`src/scb_map.svh`:
```
// register map, field positions, reset values and timing counts of the config bank
`ifndef SCB_MAP_SVH
`define SCB_MAP_SVH

`define SCB_ADDR_FAULT 7'h5f
`define SCB_ADDR_NVM_CTL 7'h6a
`define SCB_ADDR_PORT_SET 7'h6b
`define SCB_ADDR_SELF_TEST 7'h6d
`define SCB_ADDR_PERSIST 7'h70
`define SCB_ADDR_OFF_X 7'h71
`define SCB_ADDR_OFF_Y 7'h72
`define SCB_ADDR_OFF_Z 7'h73
`define SCB_ADDR_CMD 7'h7e

`define SCB_FAULT_LONG_BIT 1
`define SCB_FAULT_FATAL_BIT 2
`define SCB_PROG_EN_BIT 1
`define SCB_THREE_WIRE_BIT 0
`define SCB_AUX_MAG_BIT 4
`define SCB_ST_EN_BIT 0
`define SCB_ST_SIGN_BIT 2
`define SCB_ST_AMP_BIT 3
`define SCB_SERIAL_EN_BIT 0
`define SCB_WDT_LONG_BIT 1
`define SCB_WDT_EN_BIT 2
`define SCB_OFF_EN_BIT 3

`define SCB_RESET_BYTE 8'h00
`define SCB_CMD_NVM_PROG 8'ha0

`define SCB_SYS_CLK_HZ 20000000
`define SCB_WDT_SHORT_US 1250
`define SCB_WDT_LONG_US 40000
`define SCB_WDT_SHORT_CYC (`SCB_WDT_SHORT_US * (`SCB_SYS_CLK_HZ / 1000000))
`define SCB_WDT_LONG_CYC (`SCB_WDT_LONG_US * (`SCB_SYS_CLK_HZ / 1000000))

`endif

```
`src/scb_pkg.sv`:
```
// types shared by the serial port and the register bank
package scb_pkg;
    typedef enum logic [1:0] {
        SCB_IDLE = 2'b00,
        SCB_CMD = 2'b01,
        SCB_DATA = 2'b10
    } scb_spi_st_e;

    typedef logic [11:0] scb_sample_t;

    typedef struct packed {
        logic [1:0] csb_s;
        logic [1:0] sck_s;
        logic [1:0] sdi_s;
        logic sck_prev;
        scb_spi_st_e st;
        logic [2:0] bit_cnt;
        logic [7:0] in_sr;
        logic [7:0] out_sr;
        logic [6:0] addr;
        logic rnw;
        logic load;
        logic wr_stb;
        logic [7:0] wdata;
        logic sdo;
        logic sdo_oe;
        logic sdx_oe;
    } scb_spi_s;

    typedef struct packed {
        logic err_long;
        logic err_fatal;
        logic halt;
        logic prog_en;
        logic three_wire;
        logic aux_mag;
        logic st_en;
        logic st_pos;
        logic st_high;
        logic [3:0] persist;
        logic two_wire;
        logic [2:0][7:0] off;
        logic [2:0][11:0] comp;
        logic nvm_store;
        logic [19:0] wdt_cnt;
        logic wdt_to;
    } scb_bank_s;
endpackage

```
`src/scb_bus_if.sv`:
```
// byte access path between the serial port and the register bank
`timescale 1ns/1ps
interface scb_bus_if;
    logic wr_stb;
    logic [6:0] addr;
    logic [7:0] wdata;
    logic [7:0] rdata;
    logic sdi_lvl;
    logic three_wire;
    modport port (output wr_stb, addr, wdata, sdi_lvl, input rdata, three_wire);
    modport bank (input wr_stb, addr, wdata, sdi_lvl, output rdata, three_wire);
endinterface

```
`src/scb_spi_port.sv`:
```
// serial slave: synchronises the pins and turns frames into byte accesses
`timescale 1ns/1ps
module scb_spi_port (
    input wire logic sys_clk, // system clock
    input wire logic rst, // async reset, high
    input wire logic csb_n, // chip select pin, low active
    input wire logic sck, // serial clock pin
    input wire logic sdi_pin_i, // data input pin level
    output logic sdi_pin_o, // data pin drive in three wire mode
    output logic sdi_pin_oe, // data pin enable, three wire read
    output logic sdo_o, // data out pin
    output logic sdo_oe, // data out enable, four wire read
    scb_bus_if.port bus // byte access path
);
    import scb_pkg::*;

    scb_spi_s q, d;
    logic cs_act;
    logic rise;
    logic fall;

    // edges found on the second sync stage only
    assign cs_act = !q.csb_s[1];
    assign rise = q.sck_s[1] & !q.sck_prev;
    assign fall = !q.sck_s[1] & q.sck_prev;

    // frame: bit7 read flag, 7 bit address, then data bytes with address increment
    always_comb begin
        d = q;
        d.wr_stb = 1'b0;
        d.load = 1'b0;
        d.csb_s = {q.csb_s[0], csb_n};
        d.sck_s = {q.sck_s[0], sck};
        d.sdi_s = {q.sdi_s[0], sdi_pin_i};
        d.sck_prev = q.sck_s[1];
        if (!cs_act) begin
            d.st = SCB_IDLE;
            d.bit_cnt = 3'h0;
            d.sdo_oe = 1'b0;
            d.sdx_oe = 1'b0;
        end else begin
            case (q.st)
                SCB_IDLE: begin
                    d.st = SCB_CMD;
                    d.bit_cnt = 3'h0;
                end
                SCB_CMD: begin
                    if (rise) begin
                        d.in_sr = {q.in_sr[6:0], q.sdi_s[1]};
                        d.bit_cnt = q.bit_cnt + 3'h1;
                        if (q.bit_cnt == 3'h7) begin
                            d.rnw = q.in_sr[6];
                            d.addr = {q.in_sr[5:0], q.sdi_s[1]};
                            d.load = q.in_sr[6];
                            d.st = SCB_DATA;
                        end
                    end
                end
                SCB_DATA: begin
                    // write address steps only once the strobe has used it
                    if (q.wr_stb) begin
                        d.addr = q.addr + 7'h01;
                    end
                    // read data fetched a cycle after the address settles
                    if (q.load) begin
                        d.out_sr = bus.rdata;
                    end
                    if (rise) begin
                        d.in_sr = {q.in_sr[6:0], q.sdi_s[1]};
                        d.bit_cnt = q.bit_cnt + 3'h1;
                        if (q.bit_cnt == 3'h7) begin
                            d.wr_stb = !q.rnw;
                            d.wdata = {q.in_sr[6:0], q.sdi_s[1]};
                            d.load = q.rnw;
                            if (q.rnw) begin
                                d.addr = q.addr + 7'h01;
                            end
                        end
                    end
                    // drive on falling edge so the host samples on rising
                    if (fall && q.rnw) begin
                        d.sdo = q.out_sr[7];
                        d.out_sr = {q.out_sr[6:0], 1'b0};
                        d.sdo_oe = !bus.three_wire;
                        d.sdx_oe = bus.three_wire;
                    end
                end
                default: begin
                    d.st = SCB_IDLE;
                end
            endcase
        end
    end

    // state register
    always_ff @(posedge sys_clk or posedge rst) begin
        if (rst) begin
            q <= '0;
            q.csb_s <= 2'h3;
            q.sck_s <= 2'h3; // idle high, so no false edge after reset
            q.sck_prev <= 1'b1;
        end else begin
            q <= d;
        end
    end

    assign bus.wr_stb = q.wr_stb;
    assign bus.addr = q.addr;
    assign bus.wdata = q.wdata;
    assign bus.sdi_lvl = q.sdi_s[1];
    assign sdo_o = q.sdo;
    assign sdo_oe = q.sdo_oe;
    assign sdi_pin_o = q.sdo;
    assign sdi_pin_oe = q.sdx_oe;

    // only one of the two data pins may be driven
    chk_one_driver: assert property (@(posedge sys_clk) disable iff (rst)
        !(q.sdo_oe && q.sdx_oe)) else $error("both data pins driven");
    chk_wire_mode: assert property (@(posedge sys_clk) disable iff (rst)
        q.sdx_oe |-> $past(bus.three_wire)) else $error("three wire pin driven in four wire");
endmodule

```
`src/scb_reg_bank.sv`:
```
// configuration and status register bank with offset compensation and watchdog
`timescale 1ns/1ps
`include "scb_map.svh"
module scb_reg_bank #(
    parameter int WDT_SHORT_CYC = `SCB_WDT_SHORT_CYC, // short watchdog count
    parameter int WDT_LONG_CYC = `SCB_WDT_LONG_CYC // long watchdog count
) (
    input wire logic sys_clk, // system clock
    input wire logic rst, // async reset, high
    input wire logic csb_n, // chip select pin, low active
    input wire logic sck, // serial clock pin
    input wire logic sdi_pin_i, // data input pin level
    output logic sdi_pin_o, // data pin drive, three wire read
    output logic sdi_pin_oe, // data pin enable
    output logic sdo_o, // data out pin
    output logic sdo_oe, // data out enable
    input wire logic long_proc_err, // pulse: processing overran
    input wire logic fatal_err, // pulse: fatal internal error
    input wire scb_pkg::scb_sample_t acc_x, // raw x sample
    input wire scb_pkg::scb_sample_t acc_y, // raw y sample
    input wire scb_pkg::scb_sample_t acc_z, // raw z sample
    output scb_pkg::scb_sample_t comp_x, // compensated x
    output scb_pkg::scb_sample_t comp_y, // compensated y
    output scb_pkg::scb_sample_t comp_z, // compensated z
    output logic proc_halt, // processing halted
    output logic prog_erase_en, // memory may be programmed
    output logic three_wire_select, // primary port in three wire
    output logic aux_mag_en, // auxiliary port runs magnetometer
    output logic self_test_en, // self-test on
    output logic self_test_pos, // positive excitation
    output logic self_test_high, // high amplitude
    output logic two_wire_en, // two-wire bus enabled
    output logic wdt_timeout, // pulse: data pin watchdog fired
    output logic nvm_store, // pulse: store backed registers
    output logic [31:0] nvm_image // backed registers to store
);
    import scb_pkg::*;

    scb_bus_if bus ();
    scb_bank_s q, d;
    scb_sample_t raw [3];
    scb_sample_t sum [3];
    logic [19:0] wdt_limit;

    scb_spi_port u_port (
        .sys_clk(sys_clk),
        .rst(rst),
        .csb_n(csb_n),
        .sck(sck),
        .sdi_pin_i(sdi_pin_i),
        .sdi_pin_o(sdi_pin_o),
        .sdi_pin_oe(sdi_pin_oe),
        .sdo_o(sdo_o),
        .sdo_oe(sdo_oe),
        .bus(bus.port)
    );

    // byte address decode, shared by read and write paths
    function automatic logic hit(input logic [6:0] a, input logic [6:0] r);
        return a == r;
    endfunction

    // offset is signed; result wraps in twelve bits
    assign raw[0] = acc_x;
    assign raw[1] = acc_y;
    assign raw[2] = acc_z;
    genvar g;
    generate
        for (g = 0; g < 3; g++) begin : g_axis
            assign sum[g] = raw[g] + {{4{q.off[g][7]}}, q.off[g]};
        end
    endgenerate

    // watchdog period from the persistent select bit
    assign wdt_limit = q.persist[`SCB_WDT_LONG_BIT] ? 20'(WDT_LONG_CYC) :
        20'(WDT_SHORT_CYC);

    // read mux; reserved bits and unmapped addresses return zero
    always_comb begin
        bus.rdata = `SCB_RESET_BYTE;
        if (hit(bus.addr, `SCB_ADDR_FAULT)) begin
            bus.rdata[`SCB_FAULT_LONG_BIT] = q.err_long;
            bus.rdata[`SCB_FAULT_FATAL_BIT] = q.err_fatal;
        end else if (hit(bus.addr, `SCB_ADDR_NVM_CTL)) begin
            bus.rdata[`SCB_PROG_EN_BIT] = q.prog_en;
        end else if (hit(bus.addr, `SCB_ADDR_PORT_SET)) begin
            bus.rdata[`SCB_THREE_WIRE_BIT] = q.three_wire;
            bus.rdata[`SCB_AUX_MAG_BIT] = q.aux_mag;
        end else if (hit(bus.addr, `SCB_ADDR_SELF_TEST)) begin
            bus.rdata[`SCB_ST_EN_BIT] = q.st_en;
            bus.rdata[`SCB_ST_SIGN_BIT] = q.st_pos;
            bus.rdata[`SCB_ST_AMP_BIT] = q.st_high;
        end else if (hit(bus.addr, `SCB_ADDR_PERSIST)) begin
            bus.rdata[3:0] = q.persist;
        end else if (hit(bus.addr, `SCB_ADDR_OFF_X)) begin
            bus.rdata = q.off[0];
        end else if (hit(bus.addr, `SCB_ADDR_OFF_Y)) begin
            bus.rdata = q.off[1];
        end else if (hit(bus.addr, `SCB_ADDR_OFF_Z)) begin
            bus.rdata = q.off[2];
        end
    end
    assign bus.three_wire = q.three_wire;

    // next state: error capture, register writes, compensation, watchdog
    always_comb begin
        d = q;
        d.nvm_store = 1'b0;
        d.wdt_to = 1'b0;
        // error flags are sticky until reset and stop processing
        d.err_long = q.err_long | long_proc_err;
        d.err_fatal = q.err_fatal | fatal_err;
        d.halt = q.halt | long_proc_err | fatal_err;
        if (bus.wr_stb) begin
            if (hit(bus.addr, `SCB_ADDR_NVM_CTL)) begin
                d.prog_en = bus.wdata[`SCB_PROG_EN_BIT];
            end
            if (hit(bus.addr, `SCB_ADDR_PORT_SET)) begin
                d.three_wire = bus.wdata[`SCB_THREE_WIRE_BIT];
                d.aux_mag = bus.wdata[`SCB_AUX_MAG_BIT];
            end
            if (hit(bus.addr, `SCB_ADDR_SELF_TEST)) begin
                d.st_en = bus.wdata[`SCB_ST_EN_BIT];
                d.st_pos = bus.wdata[`SCB_ST_SIGN_BIT];
                d.st_high = bus.wdata[`SCB_ST_AMP_BIT];
            end
            if (hit(bus.addr, `SCB_ADDR_PERSIST)) begin
                d.persist = bus.wdata[3:0];
            end
            if (hit(bus.addr, `SCB_ADDR_OFF_X)) begin
                d.off[0] = bus.wdata;
            end
            if (hit(bus.addr, `SCB_ADDR_OFF_Y)) begin
                d.off[1] = bus.wdata;
            end
            if (hit(bus.addr, `SCB_ADDR_OFF_Z)) begin
                d.off[2] = bus.wdata;
            end
            // store only while programming is permitted
            if (hit(bus.addr, `SCB_ADDR_CMD) && bus.wdata == `SCB_CMD_NVM_PROG) begin
                d.nvm_store = q.prog_en;
            end
        end
        // registered so the enable output carries no logic after the flop
        d.two_wire = !d.persist[`SCB_SERIAL_EN_BIT];
        // a halted core keeps the last compensated samples
        if (!q.halt) begin
            for (int i = 0; i < 3; i++) begin
                d.comp[i] = q.persist[`SCB_OFF_EN_BIT] ? sum[i] : raw[i];
            end
        end
        // watchdog: data pin held low in two-wire mode for the full period
        if (!q.persist[`SCB_SERIAL_EN_BIT] && q.persist[`SCB_WDT_EN_BIT]
                && !bus.sdi_lvl) begin
            if (q.wdt_cnt >= wdt_limit - 20'h00001) begin
                d.wdt_cnt = 20'h00000;
                d.wdt_to = 1'b1;
            end else begin
                d.wdt_cnt = q.wdt_cnt + 20'h00001;
            end
        end else begin
            d.wdt_cnt = 20'h00000;
        end
    end

    // state register, every control bit zero after reset except two_wire, which resets to one
    always_ff @(posedge sys_clk or posedge rst) begin
        if (rst) begin
            q <= '0;
            q.two_wire <= 1'b1;
        end else begin
            q <= d;
        end
    end

    // outputs straight from the state register
    assign comp_x = q.comp[0];
    assign comp_y = q.comp[1];
    assign comp_z = q.comp[2];
    assign proc_halt = q.halt;
    assign prog_erase_en = q.prog_en;
    assign three_wire_select = q.three_wire;
    assign aux_mag_en = q.aux_mag;
    assign self_test_en = q.st_en;
    assign self_test_pos = q.st_pos;
    assign self_test_high = q.st_high;
    assign two_wire_en = q.two_wire;
    assign wdt_timeout = q.wdt_to;
    assign nvm_store = q.nvm_store;
    assign nvm_image = {4'h0, q.persist, q.off[0], q.off[1], q.off[2]};

    chk_long_sticky: assert property (@(posedge sys_clk) disable iff (rst)
        long_proc_err |=> q.err_long && q.halt) else $error("long fault not held");
    chk_fatal_sticky: assert property (@(posedge sys_clk) disable iff (rst)
        q.err_fatal |=> q.err_fatal && q.halt) else $error("fatal fault lost");
    chk_store_gated: assert property (@(posedge sys_clk) disable iff (rst)
        q.nvm_store |-> $past(q.prog_en)) else $error("store without program enable");
    chk_store_cmd: assert property (@(posedge sys_clk) disable iff (rst)
        bus.wr_stb && bus.addr == `SCB_ADDR_CMD && bus.wdata == `SCB_CMD_NVM_PROG
        && q.prog_en |=> nvm_store ##1 !nvm_store) else $error("store pulse wrong");
    chk_port_write: assert property (@(posedge sys_clk) disable iff (rst)
        bus.wr_stb && bus.addr == `SCB_ADDR_PORT_SET |=> three_wire_select ==
        $past(bus.wdata[0]) && aux_mag_en == $past(bus.wdata[4])) else $error("port bits");
    chk_offset_off: assert property (@(posedge sys_clk) disable iff (rst)
        !rst && !q.persist[3] && !q.halt |=> comp_x == $past(acc_x))
        else $error("offset added");
    chk_offset_on: assert property (@(posedge sys_clk) disable iff (rst)
        q.persist[3] && !q.halt |=> comp_y == 12'($past(acc_y) +
        {{4{$past(q.off[1][7])}}, $past(q.off[1])})) else $error("offset missing");
    chk_reserved_zero: assert property (@(posedge sys_clk) disable iff (rst)
        bus.addr == `SCB_ADDR_SELF_TEST |-> (bus.rdata & 8'hf2) == 8'h00)
        else $error("reserved bit set");
    chk_wdt_period: assert property (@(posedge sys_clk) disable iff (rst)
        q.wdt_to |-> $past(q.wdt_cnt) == wdt_limit - 20'h00001) else $error("watchdog period");
    chk_wdt_gate: assert property (@(posedge sys_clk) disable iff (rst)
        !q.persist[2] |=> q.wdt_cnt == 20'h00000) else $error("watchdog ran disabled");
endmodule

```
`config.mk`:
```
export PLATFORM = sky130hd
export DESIGN_NAME = scb_reg_bank
export DESIGN_NICKNAME = d
export VERILOG_FILES = /design/src/scb_pkg.sv /design/src/scb_bus_if.sv /design/src/scb_spi_port.sv /design/src/scb_reg_bank.sv
export VERILOG_INCLUDE_DIRS = /design/src
export SDC_FILE = /design/constraint.sdc
export NUM_CORES = 1
export LEC_CHECK = 0
export BUFFER_PORTS_ARGS = -buffer_cell sky130_fd_sc_hd__buf_2
export CAP_MARGIN = 10
export CORE_MARGIN = 4
export CORE_UTILIZATION = 45
export DETAILED_ROUTE_END_ITERATION = 10
export PLACE_DENSITY_LB_ADDON = 0.2
export SYNTH_ARGS = -nofsm -noshare
export SYNTH_HDL_FRONTEND = slang
export SYNTH_SLANG_ARGS = --single-unit
```
`constraint.sdc`:
```
create_clock -name sys_clk -period 8.09 [get_ports sys_clk]
set_clock_uncertainty 0.05 [all_clocks]
set_input_delay 0 -clock sys_clk [delete_from_list [all_inputs] [get_ports sys_clk]]
set_output_delay 0 -clock sys_clk [all_outputs]
set_load 0.01 [all_outputs]
```
==> impl_metrics.py <==
metrics = {
    "finish": {
        "layout-area-overhead-vs-synth_pct": 15.07,
        "drive_gt1_share_pct": 23.04,
        "finalNonFillerCells": 1241,
        "final_common_cell": "dfrtp_1",
        "fin_area_um2": 10030,
        "fill_cells": 1779,
        "layout_common_cells": "dfrtp_1 (136), buf_2 (120), nor2_1 (75), nand2_1 (62), ha_1 (53)",
        "finalNetCount": 1067,
        "final_util_pct": 53.10,
        "diodes": 0,
    },
    "synth": {
        "synthesis.area_um2": 8718,
        "avgSynthCellArea_um2": 9.930,
        "ys_seq_elements": 144,
        "ys_seq_area_share_pct": 41.42,
        "synthArstFlopShare_pct": 100.0,
        "synth_top_cell_by_area": "dfrtp_1",
        "synth_area_leaders": "dfrtp_1 (40%), ha_1 (7.6%), mux2_2 (6.5%)",
        "synth_edf_count": 0,
        "ys_warn_count": 0,
        "synth_top_area_share_pct": 39.61,
        "synth_cells": 878,
        "synth-main-ff-cell": "dfrtp_1",
        "synth_cell_types": 67,
    },
    "power": {
        "total_power_mw": 1.807,
        "peakVddDrop_v": 0.0001558,
        "p_leak_nw": 4.783,
        "powerDensity_nw_per_um2": 180.1,
    },
    "min_path": {
        "hp-start": "acc_y[2]",
        "hp-class": "input pin to register",
    },
    "critical_path": {
        "max_stage_delay_ns": 0.58,
        "cp_max_fo": 20,
        "end_kind": "register",
        "slowest_stage": "nand3_1",
        "worstPathRequired_ns": 8.37,
        "start_kind": "register",
        "critPathKind": "register to register",
        "path_buf_inv": 1,
        "cp_cell_sequence": "inv_1 -> ha_1 -> a31o_2 -> a21oi_1 -> o211ai_1 -> o21ai_1 -> nand3_1 -> nor2_1",
        "r2r_start": "nvm_image[25]",
        "worstSetupStartpoint": "nvm_image[25]",
        "crit_arrival_ns": 2.89,
        "cpLargestDelayFamily": "simple AND/OR/NAND/NOR gates",
    },
    "global_routing": {
        "grt_pass1_vias": 6631,
        "grt_max_degree": 82,
        "grt_pass1_wl_um": 35000,
        "antenna_found_initial": 0,
        "grt_overflow": 0,
        "grt_usage_pct": 19.91,
    },
    "sta": {
        "finalHoldViolCount": 0,
        "tns_ns": 0,
        "rsz0062_at_grt": "false",
        "fin_crit_sh_pct": 32.17,
        "relSlewSlack_pct": 25.51,
        "report.final.slew_viol_count": 0,
        "fmax_mhz": 384.3,
        "tightest_slew_ns": 1.115,
        "period_minus_slack_ns": 2.602,
        "whs_ns": 0.02763,
        "setup_ws_ns": 5.488,
        "setup_viol": 0,
    },
    "placed_design": {
        "preCtsSetupSlack_ns": 5.439,
        "place.gp.congestion": 0.8721,
        "dp_cells": 1168,
        "hpwl_um": 15000,
        "place_area_um2": 9050,
        "portBuffers": 120,
    },
    "floorplan": {
        "initial_core_util_pct": 46.15,
        "core_um2": 18890,
        "dieArea_um2": 21660,
        "chipHeight_um": 147.2,
        "rows": 50,
        "ios": 125,
        "die_x_um": 147.2,
    },
    "route": {
        "drt_iter0_drc": 347,
        "ant_nets": 0,
        "routed_wirelength_um": 21150,
        "vias": 6657,
        "vias_per_cell": 5.364,
        "wl_per_cell_um": 17.05,
        "drtPass1Iterations": 5,
        "drc": 0,
    },
    "clock_tree": {
        "cts_made_buffers": 17,
        "cts_sinks": 144,
        "tritoncts": "yes",
        "cts-htree-levels": 4,
        "post_cts_resized": 0,
        "root_buffer": "clkbuf_16",
        "clk_latency_ns": 0.42,
        "clkTransAtPathRegs_ns": 0.06,
        "ctsLongestPathBuffers": 2,
    },
    "flow_run": {
        "cap_violations": 0,
    },
    "run_status": {
        "status": "completed",
    },
}
area by class of cell:
class,instances,area [µm²],area share [%]
multi-input cells,623,4419,44.05
flip-flops and latches,144,3613,36.02
inverters,19,76.32,0.7608
repair buffers,163,1026,10.23
clock inverters,12,135.1,1.347
clock buffers,20,436.7,4.353
well taps,260,325.3,3.243
synth_stat cells (4+ instances only):
cell type	count
dfrtp_1	138
nor2_1	75
buf_4	69
nand2_1	62
ha_1	53
mux2_2	50
o21ai_0	45
a21oi_1	44
nand3_1	30
clkbuf_1	20
mux2i_1	20
nor3_1	20
inv_1	19
xnor2_1	17
xor2_1	16
a22oi_1	15
a21o_1	14
nand2b_1	11
a221oi_1	9
or3_1	9
and3_1	8
nand4_1	8
nor2b_1	8
a211oi_1	7
o211ai_1	7
a221o_1	6
dfstp_2	6
o21ai_1	6
o21bai_1	6
o22ai_1	6
and2_1	5
o31ai_1	5
a31oi_1	4
and3b_1	4
buf_2	4
nor3b_1	4
repair_timing:
item	4_1_cts	5_1_grt
buffers inserted	0	0
hold buffers	41	0
hold endpoints to repair	115	0
cells by family (layout without fill, tap and decap cells):
| logic type | Yosys count | after routing | share of synthesized area (%) |
|---|---|---|---|
| flops | 144 | 144 | 41.42 |
| xor+xnor | 33 | 33 | 3.315 |
| simple gates | 269 | 269 | 15.76 |
| other cells | 1 | 4 | 0.04301 |
| compound gates | 191 | 191 | 14.39 |
| mux | 70 | 70 | 8.754 |
| buf+inv | 114 | 214 | 8.022 |
| fa+ha+maj | 56 | 56 | 8.295 |
registers in the layout, indices dropped and copies added (netlist names), 4 cells and up:
name              flops
q                    22
comp_x               12
comp_z               12
u_port.d              4
nvm_image            28
u_port.bus.addr       7
u_port.q             24
comp_y               12
u_port.bus.wdata      8
routing by layer:
| layer | global-route usage [%] | share of wire, % |
|---|---|---|
| met1 | 27.37 | 47 |
| met2 | 31.96 | 47 |
| met3 | 3.794 | 4.9 |
| met4 | 6.384 | 1.9 |
| met5 | 0 | 0 |
final timing paths:
check | end | slack (ns) | cells after the start
setup / recovery | q[14] | 5.49 | 8
hold / removal | comp_y[2] | 0.03 | 3
setup reg to reg | q[14] | 5.49 | 8
hold reg to reg | u_port.q[48] | 0.30 | 0
max in group asynchronous | proc_halt | 6.39 | 4
min in group asynchronous | comp_x[0] | 0.22 | 3
report_power, final:
part           switching (mW)  internal (mW)
Clock                   0.315          0.455
Combinational           0.128          0.106
Sequential             0.0389          0.765
tightest hold or removal path, delay by kind of cell:
family | cells | cell delay, ns
AO/OA/AOI/OAI | 2 | 0.34
buffers and inverters | 1 | 0.11
Power figures use the tool's default switching activity.
